`src/ssv_pkg.sv`:
```
// Shared constants and types for the startup check and reset supervisor.
`default_nettype none
package ssv_pkg;
  // Clock rate and the one-millisecond tick that paces every timer.
  localparam int CLK_HZ = 20_000_000;
  localparam int TICK_MS = 1;
  localparam int TICK_CYCLES = CLK_HZ / 1000 * TICK_MS;
  // Phase lengths in milliseconds.
  localparam int INIT_TIME_MS = 40;
  localparam int SYNC_PULSE_MS = 250;
  localparam int RST_PULSE_MS = 1;
  // Register byte offsets.
  localparam logic [4:0] ADDR_CTRL = 5'h00;
  localparam logic [4:0] ADDR_WD_TIMEOUT = 5'h04;
  localparam logic [4:0] ADDR_WD_START = 5'h08;
  localparam logic [4:0] ADDR_RST_DELAY = 5'h0c;
  localparam logic [4:0] ADDR_SEL = 5'h10;
  localparam logic [4:0] ADDR_KICK = 5'h14;
  localparam logic [4:0] ADDR_STATUS = 5'h18;
  localparam logic [4:0] ADDR_LOG_VALID = 5'h1c;
  // Control field positions and the input field of the select register.
  localparam int CTRL_WD_EN = 0;
  localparam int CTRL_WD_DLY = 1;
  localparam int CTRL_MERGE = 2;
  localparam int CTRL_PULSE = 3;
  localparam int CTRL_TRACK = 4;
  localparam int SEL_GPI_LSB = 8;
  // Status field positions; the low four are sticky.
  localparam int ST_CFG_FAIL = 0;
  localparam int ST_WD_TMO = 1;
  localparam int ST_LOG_FAIL = 2;
  localparam int ST_FW_FAIL = 3;
  localparam int ST_INIT = 4;
  localparam int ST_WD_RUN = 5;
  localparam int ST_RST_ON = 6;
  // Values after reset or after configuration is discarded.
  localparam logic [4:0] CTRL_RESET = 5'h00;
  localparam logic [15:0] WD_TIMEOUT_RESET = 16'h03e8;
  localparam logic [15:0] WD_START_RESET = 16'h03e8;
  localparam logic [15:0] RST_DELAY_RESET = 16'h000a;
  localparam logic [15:0] SEL_RESET = 16'h0000;

  typedef enum logic [3:0] {
    WD_OFF = 4'b0001,
    WD_WAIT = 4'b0010,
    WD_RUN = 4'b0100,
    WD_STOP = 4'b1000
  } ssv_wd_state_t;

  typedef enum logic [4:0] {
    RS_HOLD = 5'b00001,
    RS_DELAY = 5'b00010,
    RS_RELEASED = 5'b00100,
    RS_PULSE = 5'b01000,
    RS_ARMED = 5'b10000
  } ssv_rst_state_t;
endpackage
`default_nettype wire

```
`src/ssv_down_timer.sv`:
```
// Loadable down counter that steps on a tick enable and flags zero.
`default_nettype none
module ssv_down_timer #(
  parameter int W = 16
) (
  input wire logic ref_clk,
  input wire logic resetn,
  input wire logic load,
  input wire logic [W-1:0] loadVal,
  input wire logic tick,
  output logic done
);
  logic [W-1:0] cnt_reg;

  // A load always wins over a tick in the same cycle.
  always_ff @(posedge ref_clk or negedge resetn) begin
    if (!resetn) begin
      cnt_reg <= '0;
    end else if (load) begin
      cnt_reg <= loadVal;
    end else if (tick && cnt_reg != '0) begin
      cnt_reg <= cnt_reg - 1'b1;
    end
  end

  // Zero reads as done, so a fresh load shows one cycle later.
  assign done = (cnt_reg == '0);
endmodule
`default_nettype wire

```
`src/ssv_toggle_sync.sv`:
```
// Two-stage synchroniser with a toggle detector on the settled level.
`default_nettype none
module ssv_toggle_sync (
  input wire logic ref_clk,
  input wire logic resetn,
  input wire logic din,
  output logic toggled
);
  logic meta_reg;
  logic sync_reg;
  logic last_reg;

  // Only the second stage feeds the edge detector.
  always_ff @(posedge ref_clk or negedge resetn) begin
    if (!resetn) begin
      meta_reg <= 1'b0;
      sync_reg <= 1'b0;
      last_reg <= 1'b0;
    end else begin
      meta_reg <= din;
      sync_reg <= meta_reg;
      last_reg <= sync_reg;
    end
  end

  // Either edge counts as a kick.
  assign toggled = sync_reg ^ last_reg;
endmodule
`default_nettype wire

```
`src/ssv_supervisor.sv`:
```
// Startup checks, watchdog and system reset supervisor with Avalon-MM registers.
//
// Behaviour
// - Every kick toggle reloads the watchdog down count with the timeout value.
// - Host kicks within the timeout; otherwise the watchdog declares a timeout.
// - A timeout drives a pulse on the timeout output as reset request.
// - A kick register write acts exactly like a kick toggle; pins optional.
// - After timeout the watchdog stays stopped until the next kick.
// - Option picks immediate watchdog start or start after an initial wait.
// - Reset releases a delay after selected rails good and inputs asserted.
// - Reset asserts at once when a selected rail or input drops; in pulse mode a drop only re-arms.
// - Pulse mode emits one reset pulse when good is reached.
// - Merged watchdog timeout toggles reset with fixed or tracking release.
// - System reset output defaults to asserted.
// - Reconfiguring reset asserts it briefly before conditions are evaluated.
// - Each exit from reset runs a 40 ms initialisation phase.
// - Pins other than the sync clock stay high impedance during initialisation; normal work follows.
// - Firmware checksum checked at power-up; mismatch restarts the device.
// - While firmware fails, sync clock pin pulses with 250 ms width.
// - Configuration checksum failure discards configuration, flags and alerts.
// - Log entries failing their checksum are ignored; valid ones are kept.
// - Holding the reset pin low resets; release follows the pin going high.
// - Alert line asserts while any sticky status flag is set; only the four sticky flags drive it.
`default_nettype none
module ssv_supervisor
  import ssv_pkg::*;
#(
  parameter int NRAIL = 8,
  parameter int NGPI = 8,
  parameter int NLOG = 8,
  parameter int TICK_CYCLES_P = ssv_pkg::TICK_CYCLES
) (
  input wire logic ref_clk,
  input wire logic resetn,
  input wire logic [4:0] avs_address,
  input wire logic avs_read,
  input wire logic avs_write,
  input wire logic [31:0] avs_writedata,
  input wire logic [3:0] avs_byteenable,
  output logic [31:0] avs_readdata,
  output logic avs_waitrequest,
  input wire logic fwSumOk,
  input wire logic cfgSumOk,
  input wire logic [NLOG-1:0] logSumOk,
  input wire logic [NRAIL-1:0] railAboveOn,
  input wire logic [NRAIL-1:0] railBelowOff,
  input wire logic [NGPI-1:0] gpiIn,
  input wire logic kickIn,
  output logic timeoutOut,
  output logic timeoutOeN,
  output logic sysRstN,
  output logic sysRstOeN,
  output logic syncClkOut,
  output logic syncClkOeN,
  output logic alertN,
  output logic alertOeN
);
  import ssv_pkg::*;

  logic ack_reg;
  logic wrAcc;
  logic [31:0] rdMux;
  logic [31:0] tickCnt_reg;
  logic msTick;
  logic [4:0] ctrl_reg;
  logic [15:0] wdTimeout_reg;
  logic [15:0] wdStart_reg;
  logic [15:0] rstDelay_reg;
  logic [15:0] sel_reg;
  logic [3:0] sticky_reg;
  logic [NLOG-1:0] logValid_reg;
  logic initBusy_reg;
  logic startPend_reg;
  logic fwFailLoop_reg;
  logic initDone;
  logic initEnd;
  logic cfgClear;
  logic syncDone;
  logic kickPin;
  logic kick;
  logic reconfig;
  ssv_wd_state_t wdState_reg, wdState_next;
  logic wdLoad;
  logic [15:0] wdLoadVal;
  logic wdDone;
  logic wdTmo;
  logic timeoutPulse_reg;
  ssv_rst_state_t rsState_reg, rsState_next;
  logic rsLoad;
  logic [15:0] rsLoadVal;
  logic rsDone;
  logic condOk;
  logic condBad;
  logic pulseMode;
  logic rstAssert;
  logic sysRstN_reg;
  logic syncClk_reg;
  logic alertN_reg;

  // Bus answers one cycle after the request appears; waitrequest drops then.
  assign avs_waitrequest = (avs_read || avs_write) && !ack_reg;
  assign wrAcc = avs_write && ack_reg;
  assign kick = kickPin || (wrAcc && avs_address == ADDR_KICK);
  assign reconfig = wrAcc && (avs_address == ADDR_CTRL || avs_address == ADDR_RST_DELAY
                    || avs_address == ADDR_SEL);

  always_ff @(posedge ref_clk or negedge resetn) begin
    if (!resetn) begin
      ack_reg <= 1'b0;
    end else begin
      ack_reg <= (avs_read || avs_write) && !ack_reg;
    end
  end

  // Read data is captured in the waiting cycle so it stands at the accepting edge.
  always_comb begin
    rdMux = 32'h0000_0000;
    case (avs_address)
      ADDR_CTRL: rdMux = {27'h0, ctrl_reg};
      ADDR_WD_TIMEOUT: rdMux = {16'h0, wdTimeout_reg};
      ADDR_WD_START: rdMux = {16'h0, wdStart_reg};
      ADDR_RST_DELAY: rdMux = {16'h0, rstDelay_reg};
      ADDR_SEL: rdMux = {16'h0, sel_reg};
      ADDR_STATUS: rdMux = {25'h0, rsState_reg != RS_RELEASED && rsState_reg != RS_ARMED,
                            wdState_reg == WD_RUN, initBusy_reg, sticky_reg};
      ADDR_LOG_VALID: rdMux = 32'(logValid_reg);
      default: rdMux = 32'h0000_0000;
    endcase
  end

  always_ff @(posedge ref_clk or negedge resetn) begin
    if (!resetn) begin
      avs_readdata <= 32'h0000_0000;
    end else if (avs_read && !ack_reg) begin
      avs_readdata <= rdMux;
    end
  end

  // Millisecond tick; a bench may shorten the period through the parameter.
  always_ff @(posedge ref_clk or negedge resetn) begin
    if (!resetn) begin
      tickCnt_reg <= 32'h0000_0000;
    end else if (tickCnt_reg >= 32'(TICK_CYCLES_P - 1)) begin
      tickCnt_reg <= 32'h0000_0000;
    end else begin
      tickCnt_reg <= tickCnt_reg + 32'h0000_0001;
    end
  end
  assign msTick = (tickCnt_reg >= 32'(TICK_CYCLES_P - 1));

  // Initialisation phase: the reset pin restarts it, a bad firmware sum repeats it.
  always_ff @(posedge ref_clk or negedge resetn) begin
    if (!resetn) begin
      initBusy_reg <= 1'b1;
      startPend_reg <= 1'b1;
      fwFailLoop_reg <= 1'b0;
    end else if (startPend_reg) begin
      startPend_reg <= 1'b0;
    end else if (initEnd && !fwSumOk) begin
      startPend_reg <= 1'b1;
      fwFailLoop_reg <= 1'b1;
    end else if (initEnd) begin
      initBusy_reg <= 1'b0;
      fwFailLoop_reg <= 1'b0;
    end
  end
  assign initEnd = initBusy_reg && !startPend_reg && initDone;
  assign cfgClear = initEnd && (!fwSumOk || !cfgSumOk);

  ssv_down_timer #(.W(16)) initTimer (
    .ref_clk(ref_clk),
    .resetn(resetn),
    .load(startPend_reg),
    .loadVal(16'(INIT_TIME_MS)),
    .tick(msTick),
    .done(initDone)
  );

  // Sync clock toggles every pulse width while firmware keeps failing.
  ssv_down_timer #(.W(16)) syncTimer (
    .ref_clk(ref_clk),
    .resetn(resetn),
    .load(fwFailLoop_reg && syncDone),
    .loadVal(16'(SYNC_PULSE_MS)),
    .tick(msTick),
    .done(syncDone)
  );

  always_ff @(posedge ref_clk or negedge resetn) begin
    if (!resetn) begin
      syncClk_reg <= 1'b0;
    end else if (!fwFailLoop_reg) begin
      syncClk_reg <= 1'b0;
    end else if (syncDone) begin
      syncClk_reg <= !syncClk_reg;
    end
  end

  // Configuration registers; a failed sum falls back to the defaults.
  always_ff @(posedge ref_clk or negedge resetn) begin
    if (!resetn) begin
      ctrl_reg <= CTRL_RESET;
      wdTimeout_reg <= WD_TIMEOUT_RESET;
      wdStart_reg <= WD_START_RESET;
      rstDelay_reg <= RST_DELAY_RESET;
      sel_reg <= SEL_RESET;
    end else if (cfgClear) begin
      ctrl_reg <= CTRL_RESET;
      wdTimeout_reg <= WD_TIMEOUT_RESET;
      wdStart_reg <= WD_START_RESET;
      rstDelay_reg <= RST_DELAY_RESET;
      sel_reg <= SEL_RESET;
    end else if (wrAcc) begin
      case (avs_address)
        ADDR_CTRL: if (avs_byteenable[0]) ctrl_reg <= avs_writedata[4:0];
        ADDR_WD_TIMEOUT: begin
          if (avs_byteenable[0]) wdTimeout_reg[7:0] <= avs_writedata[7:0];
          if (avs_byteenable[1]) wdTimeout_reg[15:8] <= avs_writedata[15:8];
        end
        ADDR_WD_START: begin
          if (avs_byteenable[0]) wdStart_reg[7:0] <= avs_writedata[7:0];
          if (avs_byteenable[1]) wdStart_reg[15:8] <= avs_writedata[15:8];
        end
        ADDR_RST_DELAY: begin
          if (avs_byteenable[0]) rstDelay_reg[7:0] <= avs_writedata[7:0];
          if (avs_byteenable[1]) rstDelay_reg[15:8] <= avs_writedata[15:8];
        end
        ADDR_SEL: begin
          if (avs_byteenable[0]) sel_reg[7:0] <= avs_writedata[7:0];
          if (avs_byteenable[1]) sel_reg[15:8] <= avs_writedata[15:8];
        end
        default: ;
      endcase
    end
  end

  // Sticky flags: write one to clear, but a new event in the same cycle wins.
  always_ff @(posedge ref_clk or negedge resetn) begin
    if (!resetn) begin
      sticky_reg <= 4'h0;
    end else begin
      sticky_reg <= (sticky_reg & ~((wrAcc && avs_address == ADDR_STATUS
                     && avs_byteenable[0]) ? avs_writedata[3:0] : 4'h0))
                    | {initEnd && !fwSumOk,
                       initEnd && fwSumOk && !(&logSumOk),
                       wdTmo,
                       initEnd && fwSumOk && !cfgSumOk};
    end
  end

  // Only entries with a good checksum are kept as valid.
  always_ff @(posedge ref_clk or negedge resetn) begin
    if (!resetn) begin
      logValid_reg <= '0;
    end else if (initEnd && fwSumOk) begin
      logValid_reg <= logSumOk;
    end
  end

  // Alert follows the sticky flags one cycle later.
  always_ff @(posedge ref_clk or negedge resetn) begin
    if (!resetn) begin
      alertN_reg <= 1'b1;
    end else begin
      alertN_reg <= !(|sticky_reg);
    end
  end

  ssv_toggle_sync kickSync (
    .ref_clk(ref_clk),
    .resetn(resetn),
    .din(kickIn),
    .toggled(kickPin)
  );

  // Watchdog: the start wait and the running timeout count both end in a timeout.
  always_comb begin
    wdState_next = wdState_reg;
    wdLoad = 1'b0;
    wdLoadVal = wdTimeout_reg;
    wdTmo = 1'b0;
    if (initBusy_reg || !ctrl_reg[CTRL_WD_EN]) begin
      wdState_next = WD_OFF;
    end else begin
      unique case (wdState_reg)
        WD_OFF: begin
          wdLoad = 1'b1;
          if (ctrl_reg[CTRL_WD_DLY]) begin
            wdLoadVal = wdStart_reg;
            wdState_next = WD_WAIT;
          end else begin
            wdState_next = WD_RUN;
          end
        end
        WD_WAIT, WD_RUN: begin
          if (kick) begin
            wdLoad = 1'b1;
            wdState_next = WD_RUN;
          end else if (wdDone) begin
            wdTmo = 1'b1;
            wdState_next = WD_STOP;
          end
        end
        WD_STOP: begin
          if (kick) begin
            wdLoad = 1'b1;
            wdState_next = WD_RUN;
          end
        end
      endcase
    end
  end

  ssv_down_timer #(.W(16)) wdTimer (
    .ref_clk(ref_clk),
    .resetn(resetn),
    .load(wdLoad),
    .loadVal(wdLoadVal),
    .tick(msTick),
    .done(wdDone)
  );

  always_ff @(posedge ref_clk or negedge resetn) begin
    if (!resetn) begin
      wdState_reg <= WD_OFF;
      timeoutPulse_reg <= 1'b0;
    end else begin
      wdState_reg <= wdState_next;
      timeoutPulse_reg <= wdTmo;
    end
  end

  // Release needs every selected rail good and every selected input high.
  assign condOk = &(railAboveOn | ~sel_reg[NRAIL-1:0])
                  && &(gpiIn | ~sel_reg[SEL_GPI_LSB +: NGPI]);
  assign condBad = |(railBelowOff & sel_reg[NRAIL-1:0])
                   || |(~gpiIn & sel_reg[SEL_GPI_LSB +: NGPI]);
  assign pulseMode = ctrl_reg[CTRL_PULSE];

  // System reset sequencing; a pulse mode releases in the armed state.
  always_comb begin
    rsState_next = rsState_reg;
    rsLoad = 1'b0;
    rsLoadVal = rstDelay_reg;
    if (initBusy_reg || reconfig) begin
      rsState_next = RS_HOLD;
    end else if (wdTmo && ctrl_reg[CTRL_MERGE] && rsState_reg != RS_HOLD) begin
      rsLoad = 1'b1;
      if (pulseMode) begin
        rsLoadVal = 16'(RST_PULSE_MS);
        rsState_next = RS_PULSE;
      end else if (ctrl_reg[CTRL_TRACK]) begin
        rsState_next = RS_HOLD;
      end else begin
        rsState_next = RS_DELAY;
      end
    end else begin
      unique case (rsState_reg)
        RS_HOLD: begin
          if (pulseMode) begin
            rsState_next = RS_ARMED;
          end else if (condOk) begin
            rsLoad = 1'b1;
            rsState_next = RS_DELAY;
          end
        end
        RS_ARMED: begin
          if (condOk) begin
            rsLoad = 1'b1;
            rsState_next = RS_DELAY;
          end
        end
        RS_DELAY: begin
          if (condBad) begin
            rsState_next = pulseMode ? RS_ARMED : RS_HOLD;
          end else if (rsDone && pulseMode) begin
            rsLoad = 1'b1;
            rsLoadVal = 16'(RST_PULSE_MS);
            rsState_next = RS_PULSE;
          end else if (rsDone) begin
            rsState_next = RS_RELEASED;
          end
        end
        RS_PULSE: begin
          if (rsDone) begin
            rsState_next = RS_RELEASED;
          end
        end
        RS_RELEASED: begin
          if (condBad) begin
            rsState_next = pulseMode ? RS_ARMED : RS_HOLD;
          end
        end
      endcase
    end
  end
  assign rstAssert = rsState_next == RS_HOLD || rsState_next == RS_PULSE
                     || (rsState_next == RS_DELAY && !pulseMode);

  ssv_down_timer #(.W(16)) rsTimer (
    .ref_clk(ref_clk),
    .resetn(resetn),
    .load(rsLoad),
    .loadVal(rsLoadVal),
    .tick(msTick),
    .done(rsDone)
  );

  always_ff @(posedge ref_clk or negedge resetn) begin
    if (!resetn) begin
      rsState_reg <= RS_HOLD;
      sysRstN_reg <= 1'b0;
    end else begin
      rsState_reg <= rsState_next;
      sysRstN_reg <= !rstAssert;
    end
  end

  // Pins float during initialisation; sync clock alone drives in the failing loop.
  assign timeoutOut = timeoutPulse_reg;
  assign timeoutOeN = initBusy_reg;
  assign sysRstN = sysRstN_reg;
  assign sysRstOeN = initBusy_reg;
  assign alertN = alertN_reg;
  assign alertOeN = initBusy_reg;
  assign syncClkOut = syncClk_reg;
  assign syncClkOeN = !fwFailLoop_reg;
endmodule
`default_nettype wire

```
`config.mk`:
```
export PLATFORM = sky130hd
export DESIGN_NAME = ssv_supervisor
export DESIGN_NICKNAME = d
export VERILOG_FILES = /design/src/ssv_pkg.sv /design/src/ssv_down_timer.sv /design/src/ssv_toggle_sync.sv /design/src/ssv_supervisor.sv
export SDC_FILE = /design/constraint.sdc
export NUM_CORES = 1
export LEC_CHECK = 0
export ABC_AREA = 1
export ABC_CLOCK_PERIOD_IN_PS = 2650
export CORE_MARGIN = 3
export CORE_UTILIZATION = 50
export CTS_CLUSTER_DIAMETER = 150
export CTS_CLUSTER_SIZE = 28
export DETAILED_ROUTE_END_ITERATION = 12
export DONT_BUFFER_PORTS = 1
export PLACE_DENSITY = 0.73
export RECOVER_POWER = 100
export SLEW_MARGIN = 10
export SYNTH_ARGS = -nofsm -noshare
export SYNTH_HDL_FRONTEND = slang
export SYNTH_SLANG_ARGS = --single-unit
```
`constraint.sdc`:
```
create_clock -name ref_clk -period 2.65 [get_ports ref_clk]
set_input_delay 0.3975 -clock ref_clk [delete_from_list [all_inputs] [get_ports ref_clk]]
set_output_delay 0.3975 -clock ref_clk [all_outputs]
set_load 0.01 [all_outputs]
```
==> results.yml, run 1 <==
timing:
  timing.fmax_mhz: 411
  final-setup-viol-count: 0
  finalCritPeriodShare_pct: 91.7
  fin_skew_ns: 0.0270
  rsz0062_at_grt: "false"
  slew_viol_final: 0
  final.setup.tns_ns: 0
  hold_viol: 206
  worst_slew_margin_rel_pct: 28.7
  timing.final.ws_setup_ns: 0.220
  timing_worst_slew_pin_value_ns: 1.06
  fin_hold_ws_ns: -0.397
  time_the_final_worst_path_needs_with_i_o_delays_and_setup_ns: 2.43
synthesis:
  synth_async_sr_flop_share_pct: 100
  synth_enable_flop_cells: 0
  yosys_warnings: 0
  mapped_cells: 1474
  synthDistinctLibCells: 59
  avgSynthCellArea_sq_um: 7.90
  synth.top_cells.by_area: "dfrtp_1 (42%), nand2_1 (11%), o21ai_0 (6.5%)"
  synthMostInstantiatedCell: "nand2_1"
  synth.yosys.seq_area_share_pct: 46.0
  synth_top_cell_by_area: "dfrtp_1"
  ys_seq_elements: 213
  yosys-top-cells-count: "nand2_1 (326), nor2_1 (199), dfrtp_1 (194)"
  synth_top_flop_cell: "dfrtp_1"
  synth_area_sq_mm: 0.0116
  yosys.area.top_type_share_pct: 41.7
grt:
  grt_max_degree: 214
  grt_pass1_vias: 9210
  grt_remaining_overflow: 0
  first_pass_grt_wire_length_microns: 47400
  antenna_found_initial: 0
  gr-usage-all-layers_pct: 23.5
cells_and_area:
  num-fill-cells: 2140
  synthToLayoutAreaGrowth_pct: 5.96
  post_route_cells_drive_above_1_share_pct: 7.25
  ant_cells: 0
  multi_input_comb_area_sq_mm: 0.00538
  register_area_sq_mm: 0.00535
  final_nets: 1589
  max_ffs_per_register: 32
floorplanning:
  die_y_microns: 159
  die_wd_microns: 159
  floorplan.core_area_sq_mm: 0.0228
  fp-row-count: 55
  floorplan.die_area_sq_mm: 0.0252
  start_util_pct: 51.1
  ioPinCount: 121
setup_path:
  path_max_fanout: 20
  regToRegStartpoint: "ctrl_reg[0]"
  ws_path_type: "reg2reg"
  timing.critical_path.buf_inv: 1
  path_cells: "inv_1, nor2_1, nand4_2, nor2_2, nand3_2, nand3_2, nand2_4, nor2_4, nand2_1, a21oi_1"
  arrival_ns: 2.83
  cp_top_family: "simple AND/OR/NAND/NOR gates"
  critPathMaxStageDelay_ns: 0.37
  crit_path_frequent_cell: "nand3_2"
  reg2reg_to: "rsTimer.cnt_reg[7]"
  setup.worst_path.start_class: "flop"
  r2r_slack_ns: 0.22
  endpoint_kind_of_the_worst_setup_timing_path: "flop"
  data_required_critical_path_ns: 3.05
  cpMaxStageDelayCell: "dfrtp_1"
  worst-r2r-cell-count: 10
power_and_ir_drop:
  share_of_total_power_in_combinational_logic_pct: 28.3
  seq_power_share_pct: 50.6
  cellLeakagePower_nw: 5.88
  switching_share_pct: 36.0
  power_report.internal_total_mw: 5.61
  power_frac_clock_pct: 21.1
  peakVddDrop_mv: 0.699
  power.density_mw_per_mm2: 710
  switching_power_mw: 3.16
clock_network:
  numClockSinks: 213
  clkLatencyLatePin_ns: 0.48
  postCtsHoldBufs: 2
  clk_path_buf_depth: 3
  clockRootBuffer: "clkbuf_16"
  clk_pin_slew_worst_paths_ns: 0.11
  number_of_buffers_created_by_cts: 11
  tritoncts_clock_tree: "built"
  cts_max_level: 1
status:
  outcome: "complete, but fails checks"
  violations: "hold timing"
routing:
  detail_route.first_pass.iterations: 5
  post-route-drc-count: 0
  drt_iter0_markers: 902
  final_antenna_net_count: 0
  routed_wire_length_microns: 29400
  via_count: 9858
  routed_wire_length_per_instance_microns: 16.2
  avgViaCountPerCell: 5.43
place:
  dpl.hpwl_microns: 22000
  buffer_ports.inserted: 0
  gpl.final_weighted_congestion: 0.915
  worst_setup_timing_slack_at_the_placement_stage_ns: 0.211
flow_run:
  max-cap-violations: 0
worst_hold_path:
  worst_min_delay_path_class: "in2async"
## cells by family after synthesis
group           count (synthesis)  synth area share [%]
compound gates                269                  13.5
xor+xnor                       41                  3.08
fa+ha+maj                       8                 0.860
buf+inv                       229                  8.59
flops                         213                  46.0
mux                            22                  2.13
other cells                     1                0.0322
simple gates                  691                  25.8
## area by class of cell
cell class,count,area share [%]
well taps,313,3.17
repair buffers,36,2.06
inverters,175,5.34
multi-input cells,1064,43.6
flip-flops and latches,213,43.4
clock inverters,1,0.132
clock buffers,15,2.35
## worst max path at each step
stage / from / to / slack [ns] / cells after the start
after floorplan: tickCnt_reg[0] / initTimer.cnt_reg[3] / 0.64 / 10
after global placement: tickCnt_reg[0] / initTimer.cnt_reg[3] / 0.29 / 9
after detailed placement: initTimer.cnt_reg[0] / sel_reg[11] / 0.21 / 8
after CTS: tickCnt_reg[0] / initTimer.cnt_reg[7] / 0.17 / 10
after global routing: initTimer.cnt_reg[0] / rstDelay_reg[8] / 0.01 / 12
final: ctrl_reg[0] / rsTimer.cnt_reg[7] / 0.22 / 10
## layout by cell type (no fill, tap or decap), types with 3 or more instances in the layout
master / synthesis / final
nand2_1: 326 / 326
nor2_1: 199 / 200
dfrtp_1: 194 / 194
inv_1: 170 / 170
o21ai_0: 151 / 151
nand3_1: 81 / 81
a21oi_1: 51 / 51
conb_1: 1 / 33
xor2_1: 30 / 30
nor3_1: 22 / 22
mux2_2: 22 / 22
buf_4: 24 / 22
nand4_1: 18 / 18
dfstp_2: 19 / 18
nor4_1: 15 / 15
xnor2_1: 11 / 11
clkbuf_16: 0 / 11
a31oi_1: 11 / 10
o2111ai_1: 10 / 10
o31ai_1: 7 / 9
o22ai_1: 9 / 9
clkbuf_1: 15 / 9
ha_1: 8 / 8
nor3b_1: 6 / 6
o211ai_1: 6 / 6
clkbuf_2: 0 / 6
nand2_4: 3 / 5
a221oi_1: 4 / 4
nor2_4: 2 / 3
o221ai_1: 3 / 3
## power by group through the flow
stage | clock network (mW) | registers, mW | logic, mW
finish | 1.85 | 4.44 | 2.48
global route | 2.01 | 4.53 | 2.89
CTS | 1.88 | 4.42 | 2.48
detailed placement | 0 | 4.48 | 2.46
global placement | 0 | 4.46 | 2.38
floorplan | 0 | 4.32 | 2.01
## metal layers
layer  GRT usage (%)  wire length (microns)  vias to the layer above  share of wire, %
li1                -                      -                     4826                 -
met4            6.80                    865                        0               2.9
met3            5.57                   2550                       56               8.7
met1            33.6                  12800                     4641                44
met2            36.1                  13200                      335                45
met5               0                      0                        -                 0
## through the flow
| step | instance area [sq um] | util, % | cells | power [mW] | hold WS, ns |
|---|---|---|---|---|---|
| after floorplan | 11800 | - | 1506 | 6.32 | 0.102 |
| after global placement | 12100 | 53.1 | 1799 | 6.84 | 0.113 |
| after detailed placement | 12100 | 53.1 | 1799 | 6.94 | 0.113 |
| after CTS | 12400 | 54.5 | 1817 | 8.78 | -0.395 |
| after global routing | 12300 | 54.2 | 1817 | 9.43 | -0.421 |
| final | 12300 | 54.2 | 1817 | 8.76 | -0.397 |
## timing repair
item,CTS,global route
setup endpoints to repair,0,7
endpoints found under the hold margin,215,213
setup buffers,0,0
resized for setup,0,2
(Power assumes the default switching activity.)
==> run 2, diff against run 1 <==
- CORE_UTILIZATION: 50 -> 40
- PLACE_DENSITY: 0.73 -> 0.62
==> run 2 against run 1 <==
  * The flow still finishes with violations (hold timing)
  * Flip-flop and latch count stayed put
  * Clock power hardly changed
  * Register-to-register slack better by 0.02 ns
  * Sequential power hardly changed
  * Setup slack better by 0.022 ns
  * Largest cell class unchanged
  * Maximum frequency is 0.93% higher
  * Via count is 1.1% lower
  * Hold slack better by 0.0043 ns
  * Routed wire length is 2.0% higher
  * Sequential share of layout area is 0.37 points lower
  * Cell area is 0.86% higher
  * Clock skew is 0.0027 ns lower
==> results.yml, run 2 (synthesis gave the netlist of run 1 again) <==
status:
  outcome: "complete, but fails checks"
  violations: "hold timing"
timing:
  hold_viol: 213
  timing_worst_slew_pin_value_ns: 1.08
  slew_viol_final: 0
  timing.fmax_mhz: 415
  rsz0062_at_grt: "false"
  fin_hold_ws_ns: -0.392
  final.setup.tns_ns: 0
  time_the_final_worst_path_needs_with_i_o_delays_and_setup_ns: 2.41
  timing.final.ws_setup_ns: 0.242
  fin_skew_ns: 0.0243
  final-setup-viol-count: 0
  finalCritPeriodShare_pct: 90.9
  worst_slew_margin_rel_pct: 27.5
place:
  placed_cells_incl_taps: 1867
  worst_setup_timing_slack_at_the_placement_stage_ns: 0.247
  dpl.hpwl_microns: 22600
  gpl.final_weighted_congestion: 0.913
  buffer_ports.inserted: 0
routing:
  via_count: 9748
  drt_iter0_markers: 789
  avgViaCountPerCell: 5.17
  routed_wire_length_microns: 30000
  post-route-drc-count: 0
  final_antenna_net_count: 0
  routed_wire_length_per_instance_microns: 15.9
  detail_route.first_pass.iterations: 5
cells_and_area:
  final_common_cell: "nand2_1"
  synthToLayoutAreaGrowth_pct: 6.88
  ant_cells: 0
  layout.cells.non_filler: 1886
  num-fill-cells: 2889
  max_ffs_per_register: 32
  most-common-layout-cells: "nand2_1 (327), nor2_1 (199), dfrtp_1 (194), inv_1 (170), o21ai_0 (151)"
  final_nets: 1592
  post_route_cells_drive_above_1_share_pct: 7.03
clock_network:
  clk_path_buf_depth: 3
  number_of_buffers_created_by_cts: 11
  numClockSinks: 213
  clockRootBuffer: "clkbuf_16"
  clk_pin_slew_worst_paths_ns: 0.11
  postCtsHoldBufs: 2
  clkLatencyLatePin_ns: 0.48
  tritoncts_clock_tree: "built"
  cts_max_level: 1
grt:
  antenna_found_initial: 0
  grt_remaining_overflow: 0
  grt_pass1_vias: 9278
  gr-usage-all-layers_pct: 19.3
  first_pass_grt_wire_length_microns: 48700
  grt_max_degree: 214
setup_path:
  reg2reg_to: "initTimer.cnt_reg[7]"
  setup.worst_path.start_class: "flop"
  path_cells: "ha_1, nand2_1, nor2_1, or3_1, a21oi_1, nand2_1, buf_4, nand2_1, nand2_1, nand3_1, nor3b_1"
  regToRegStartpoint: "tickCnt_reg[0]"
  crit_start: "tickCnt_reg[0]"
  path_max_fanout: 14
  data_required_critical_path_ns: 3.02
  critPathMaxStageDelay_ns: 0.41
  worst_setup_path_endpoint: "initTimer.cnt_reg[7]"
  cpMaxStageDelayCell: "dfrtp_1"
  r2r_slack_ns: 0.24
  endpoint_kind_of_the_worst_setup_timing_path: "flop"
  ws_path_type: "reg2reg"
  arrival_ns: 2.78
  crit_path_frequent_cell: "nand2_1"
  worst-r2r-cell-count: 11
flow_run:
  max-cap-violations: 0
floorplanning:
  floorplan.core_area_sq_mm: 0.0282
  die_wd_microns: 177
  floorplan.die_area_sq_mm: 0.0312
  ioPinCount: 121
  fp-row-count: 61
  start_util_pct: 41.2
  die_y_microns: 177
worst_hold_path:
  worst_min_delay_path_class: "in2async"
power_and_ir_drop:
  power.density_mw_per_mm2: 703
  cellLeakagePower_nw: 5.89
  peakVddDrop_mv: 0.583
## run 2: cell types whose count changed in the layout (fill, tap and decap cells not counted), moves of 2 or more
cell / change
buf_4: +2
clkbuf_2: -5
clkbuf_1: +4
buf_2: +3
## run 2: final cells by class
class                      instances  area (sq um)  share of cell area, %
clock buffer                      16           294                   2.36
inverter                         175           659                   5.30
clock inverter                     1          16.3                  0.131
multi-input combinational       1064          5380                   43.2
tap                              378           473                   3.80
sequential                       213          5350                   43.0
timing repair buffer              39           270                   2.17
## run 2: worst min path at each step
| stage | end | slack [ns] |
|---|---|---|
| after CTS | tickCnt_reg[3] | -0.41 |
| after global routing | tickCnt_reg[3] | -0.42 |
| final | syncClkOut | -0.39 |
| after global placement | syncClkOut | 0.12 |
| after detailed placement | tickCnt_reg[20] | 0.12 |
| after floorplan | ack_reg | 0.10 |
## run 2: what timing repair did
item	in CTS	in global routing
endpoints found under the hold margin	215	213
setup buffers	0	0
resized for setup	0	2
setup endpoints to repair	0	6
## run 2: worst max-delay path: cells and delay by family (launching register included)
kind / cells / cell delay, ns
AND/OR/NAND/NOR: 8 / 1.35
flip-flops: 1 / 0.41
adder cells (fa/ha/maj): 1 / 0.21
buffers and inverters: 1 / 0.19
AO/OA/AOI/OAI: 1 / 0.15
## run 2: through the flow
step	area, sq um	power (mW)	util (%)	hold WS (ns)
2_1_floorplan	11800	6.32	-	0.102
3_3_place_gp	12200	6.87	43.2	0.121
3_5_place_dp	12200	6.94	43.2	0.120
4_1_cts	12500	8.83	44.3	-0.406
5_1_grt	12400	9.46	44.1	-0.416
6_report	12400	8.76	44.1	-0.392
## run 2: report_power, final
group          switching, mW  internal (mW)
logic                   1.52          0.954
registers              0.566           3.87
clock network           1.05          0.795
## run 2: metal layers
metal  GRT usage, %  part of all wire (%)
met1           27.0                    45
met2           30.5                    45
met5              0                     0
met3           4.83                   7.7
met4           4.12                   2.0
==> run 3, diff against run 2 <==
- BUFFER_PORTS_ARGS: unset -> -buffer_cell sky130_fd_sc_hd__buf_2
- DONT_BUFFER_PORTS: 1 -> unset
- PLACE_DENSITY: 0.62 -> 0.66
==> run 3 against run 2 <==
  * The run ends with capacitance limit, slew limit left
  * Non-clock buffer count is 87 higher
  * Sequential power is essentially flat
  * Register-to-register slack worse by 0.04 ns
  * Critical path type unchanged
  * Highest routed layer unchanged
==> results.yml, run 3 (synthesis gave the netlist of run 1 again) <==
cells_and_area:
  max_ffs_per_register: 32
  most-common-layout-cells: "nand2_1 (324), nor2_1 (199), dfrtp_1 (194), inv_1 (171), o21ai_0 (151)"
  ant_cells: 0
  layout.cells.non_filler: 1972
  fin_util_pct: 45.6
  final_common_cell: "nand2_1"
  post_route_cells_drive_above_1_share_pct: 11.0
  final_nets: 1679
  synthToLayoutAreaGrowth_pct: 10.5
routing:
  detail_route.wirelength.met1_microns: 14000
  routed_wire_length_microns: 30500
  avgViaCountPerCell: 5.16
  top_signal_layer_used: "met4"
  detail_route.first_pass.iterations: 5
  routed_wire_length_per_instance_microns: 15.5
  met3WireLength_microns: 1860
  post-route-drc-count: 0
  met2_wl_microns: 13900
  drt_iter0_markers: 855
  final_antenna_net_count: 0
  via_count: 10179
timing:
  timing.final.ws_setup_ns: 0.198
  time_the_final_worst_path_needs_with_i_o_delays_and_setup_ns: 2.45
  rsz0062_at_grt: "false"
  timing.fmax_mhz: 408
  worst_slew_margin_rel_pct: -15.8
  final.setup.tns_ns: 0
  timing_worst_slew_pin_value_ns: 1.74
  final-setup-viol-count: 0
  hold_viol: 0
  finalCritPeriodShare_pct: 92.5
  fin_skew_ns: 0.0283
  slew_viol_final: 74
status:
  violations: "capacitance limit, slew limit"
  outcome: "complete, but fails checks"
power_and_ir_drop:
  power_frac_clock_pct: 20.7
  seq_power_share_pct: 49.9
  share_of_total_power_in_combinational_logic_pct: 29.4
  peakVddDrop_mv: 0.456
  power_report.internal_total_mw: 5.65
  switching_share_pct: 36.4
  switching_power_mw: 3.24
  cellLeakagePower_nw: 6.17
  power.density_mw_per_mm2: 691
place:
  buffer_ports.inserted: 86
  worst_setup_timing_slack_at_the_placement_stage_ns: 0.117
  placed_cells_incl_taps: 1955
  dpl.hpwl_microns: 23400
  gpl.final_weighted_congestion: 0.943
grt:
  grt_remaining_overflow: 0
  grt_max_degree: 75
  antenna_found_initial: 0
  grt_pass1_vias: 9829
  first_pass_grt_wire_length_microns: 49900
  gr-usage-all-layers_pct: 19.5
clock_network:
  tritoncts_clock_tree: "built"
  number_of_buffers_created_by_cts: 11
  clk_path_buf_depth: 3
  clk_pin_slew_worst_paths_ns: 0.12
  numClockSinks: 213
  post_cts.repair.setup_buffers: 0
  clockRootBuffer: "clkbuf_16"
  clkLatencyLatePin_ns: 0.49
  cts_max_level: 1
setup_path:
  endpoint_kind_of_the_worst_setup_timing_path: "flop"
  data_required_critical_path_ns: 3.03
  path_max_fanout: 8
  crit_path_frequent_cell: "nand2_1"
  ws_path_type: "reg2reg"
  cpMaxStageDelayCell: "dfrtp_1"
  path_cells: "inv_1, ha_1, nand2_1, nor2_1, nand2_1, nor2_1, nand4_1, nand2_1, inv_1, nand2_1, o21ai_0, a21oi_1, nand3_1"
  setup.worst_path.start_class: "flop"
  arrival_ns: 2.83
  critPathMaxStageDelay_ns: 0.39
floorplanning:
  fp-row-count: 61
  start_util_pct: 41.2
  ioPinCount: 121
  die_wd_microns: 177
  die_y_microns: 177
  floorplan.die_area_sq_mm: 0.0312
  floorplan.core_area_sq_mm: 0.0282
flow_run:
  max-cap-violations: 1
worst_hold_path:
  worst_min_delay_path_class: "in2reg"
run 3: layout make-up:
class	instances	area (sq um)
clock buffers	15	290
clock inverters	1	16.3
fillers	2863	15400
inverters	175	659
multi-input cells	1064	5390
flip-flops and latches	213	5350
well taps	378	473
repair buffers	126	683
run 3: repair_timing:
action,CTS,global route
hold buffers,1,0
hold endpoints to repair,68,0
gates resized for setup,0,3
endpoints found under the setup margin,0,11
run 3: routing by layer:
layer	vias up	track usage [%]
li1	5011	-
met1	4820	27.4
met2	302	32.0
met3	46	2.77
met4	0	4.88
met5	-	0
run 3: path summary, 6_finish.rpt:
check	startpoint	to	slack, ns	cells after the start
max	wdTimer.cnt_reg[0]	sysRstN	0.20	13
min	kickIn	kickSync.meta_reg	0.03	1
max reg2reg	wdTimer.cnt_reg[0]	sysRstN	0.20	13
min reg2reg	kickSync.meta_reg	kickSync.sync_reg	0.37	0
max in group asynchronous	resetn	wdTimeout_reg[11]	0.45	3
min in group asynchronous	resetn	rsTimer.cnt_reg[6]	0.90	2
run 3: critical path: cells and delay by family, from the launching register on:
kind            cells  cell delay, ns
fa+ha+maj           1            0.21
simple gates        8            1.29
compound gates      2            0.27
buf+inv             2            0.20
flops               1            0.39
run 3: per-stage QoR:
step / hold WS, ns / power [mW] / instance area [sq um]
6_report: 0.0331 / 8.89 / 12900
5_1_grt: 0.0331 / 9.55 / 12900
4_1_cts: 0.0280 / 8.94 / 13000
3_5_place_dp: 0.356 / 7.09 / 12700
3_3_place_gp: 0.361 / 7.01 / 12700
2_1_floorplan: 0.102 / 6.32 / 11800
run 3: power groups by stage:
stage | Combinational, mW | Sequential [mW] | Clock [mW]
after floorplan | 2.01 | 4.32 | 0
after global placement | 2.55 | 4.47 | 0
after detailed placement | 2.62 | 4.47 | 0
after CTS | 2.62 | 4.42 | 1.90
after global routing | 3.02 | 4.51 | 2.02
final | 2.61 | 4.43 | 1.84
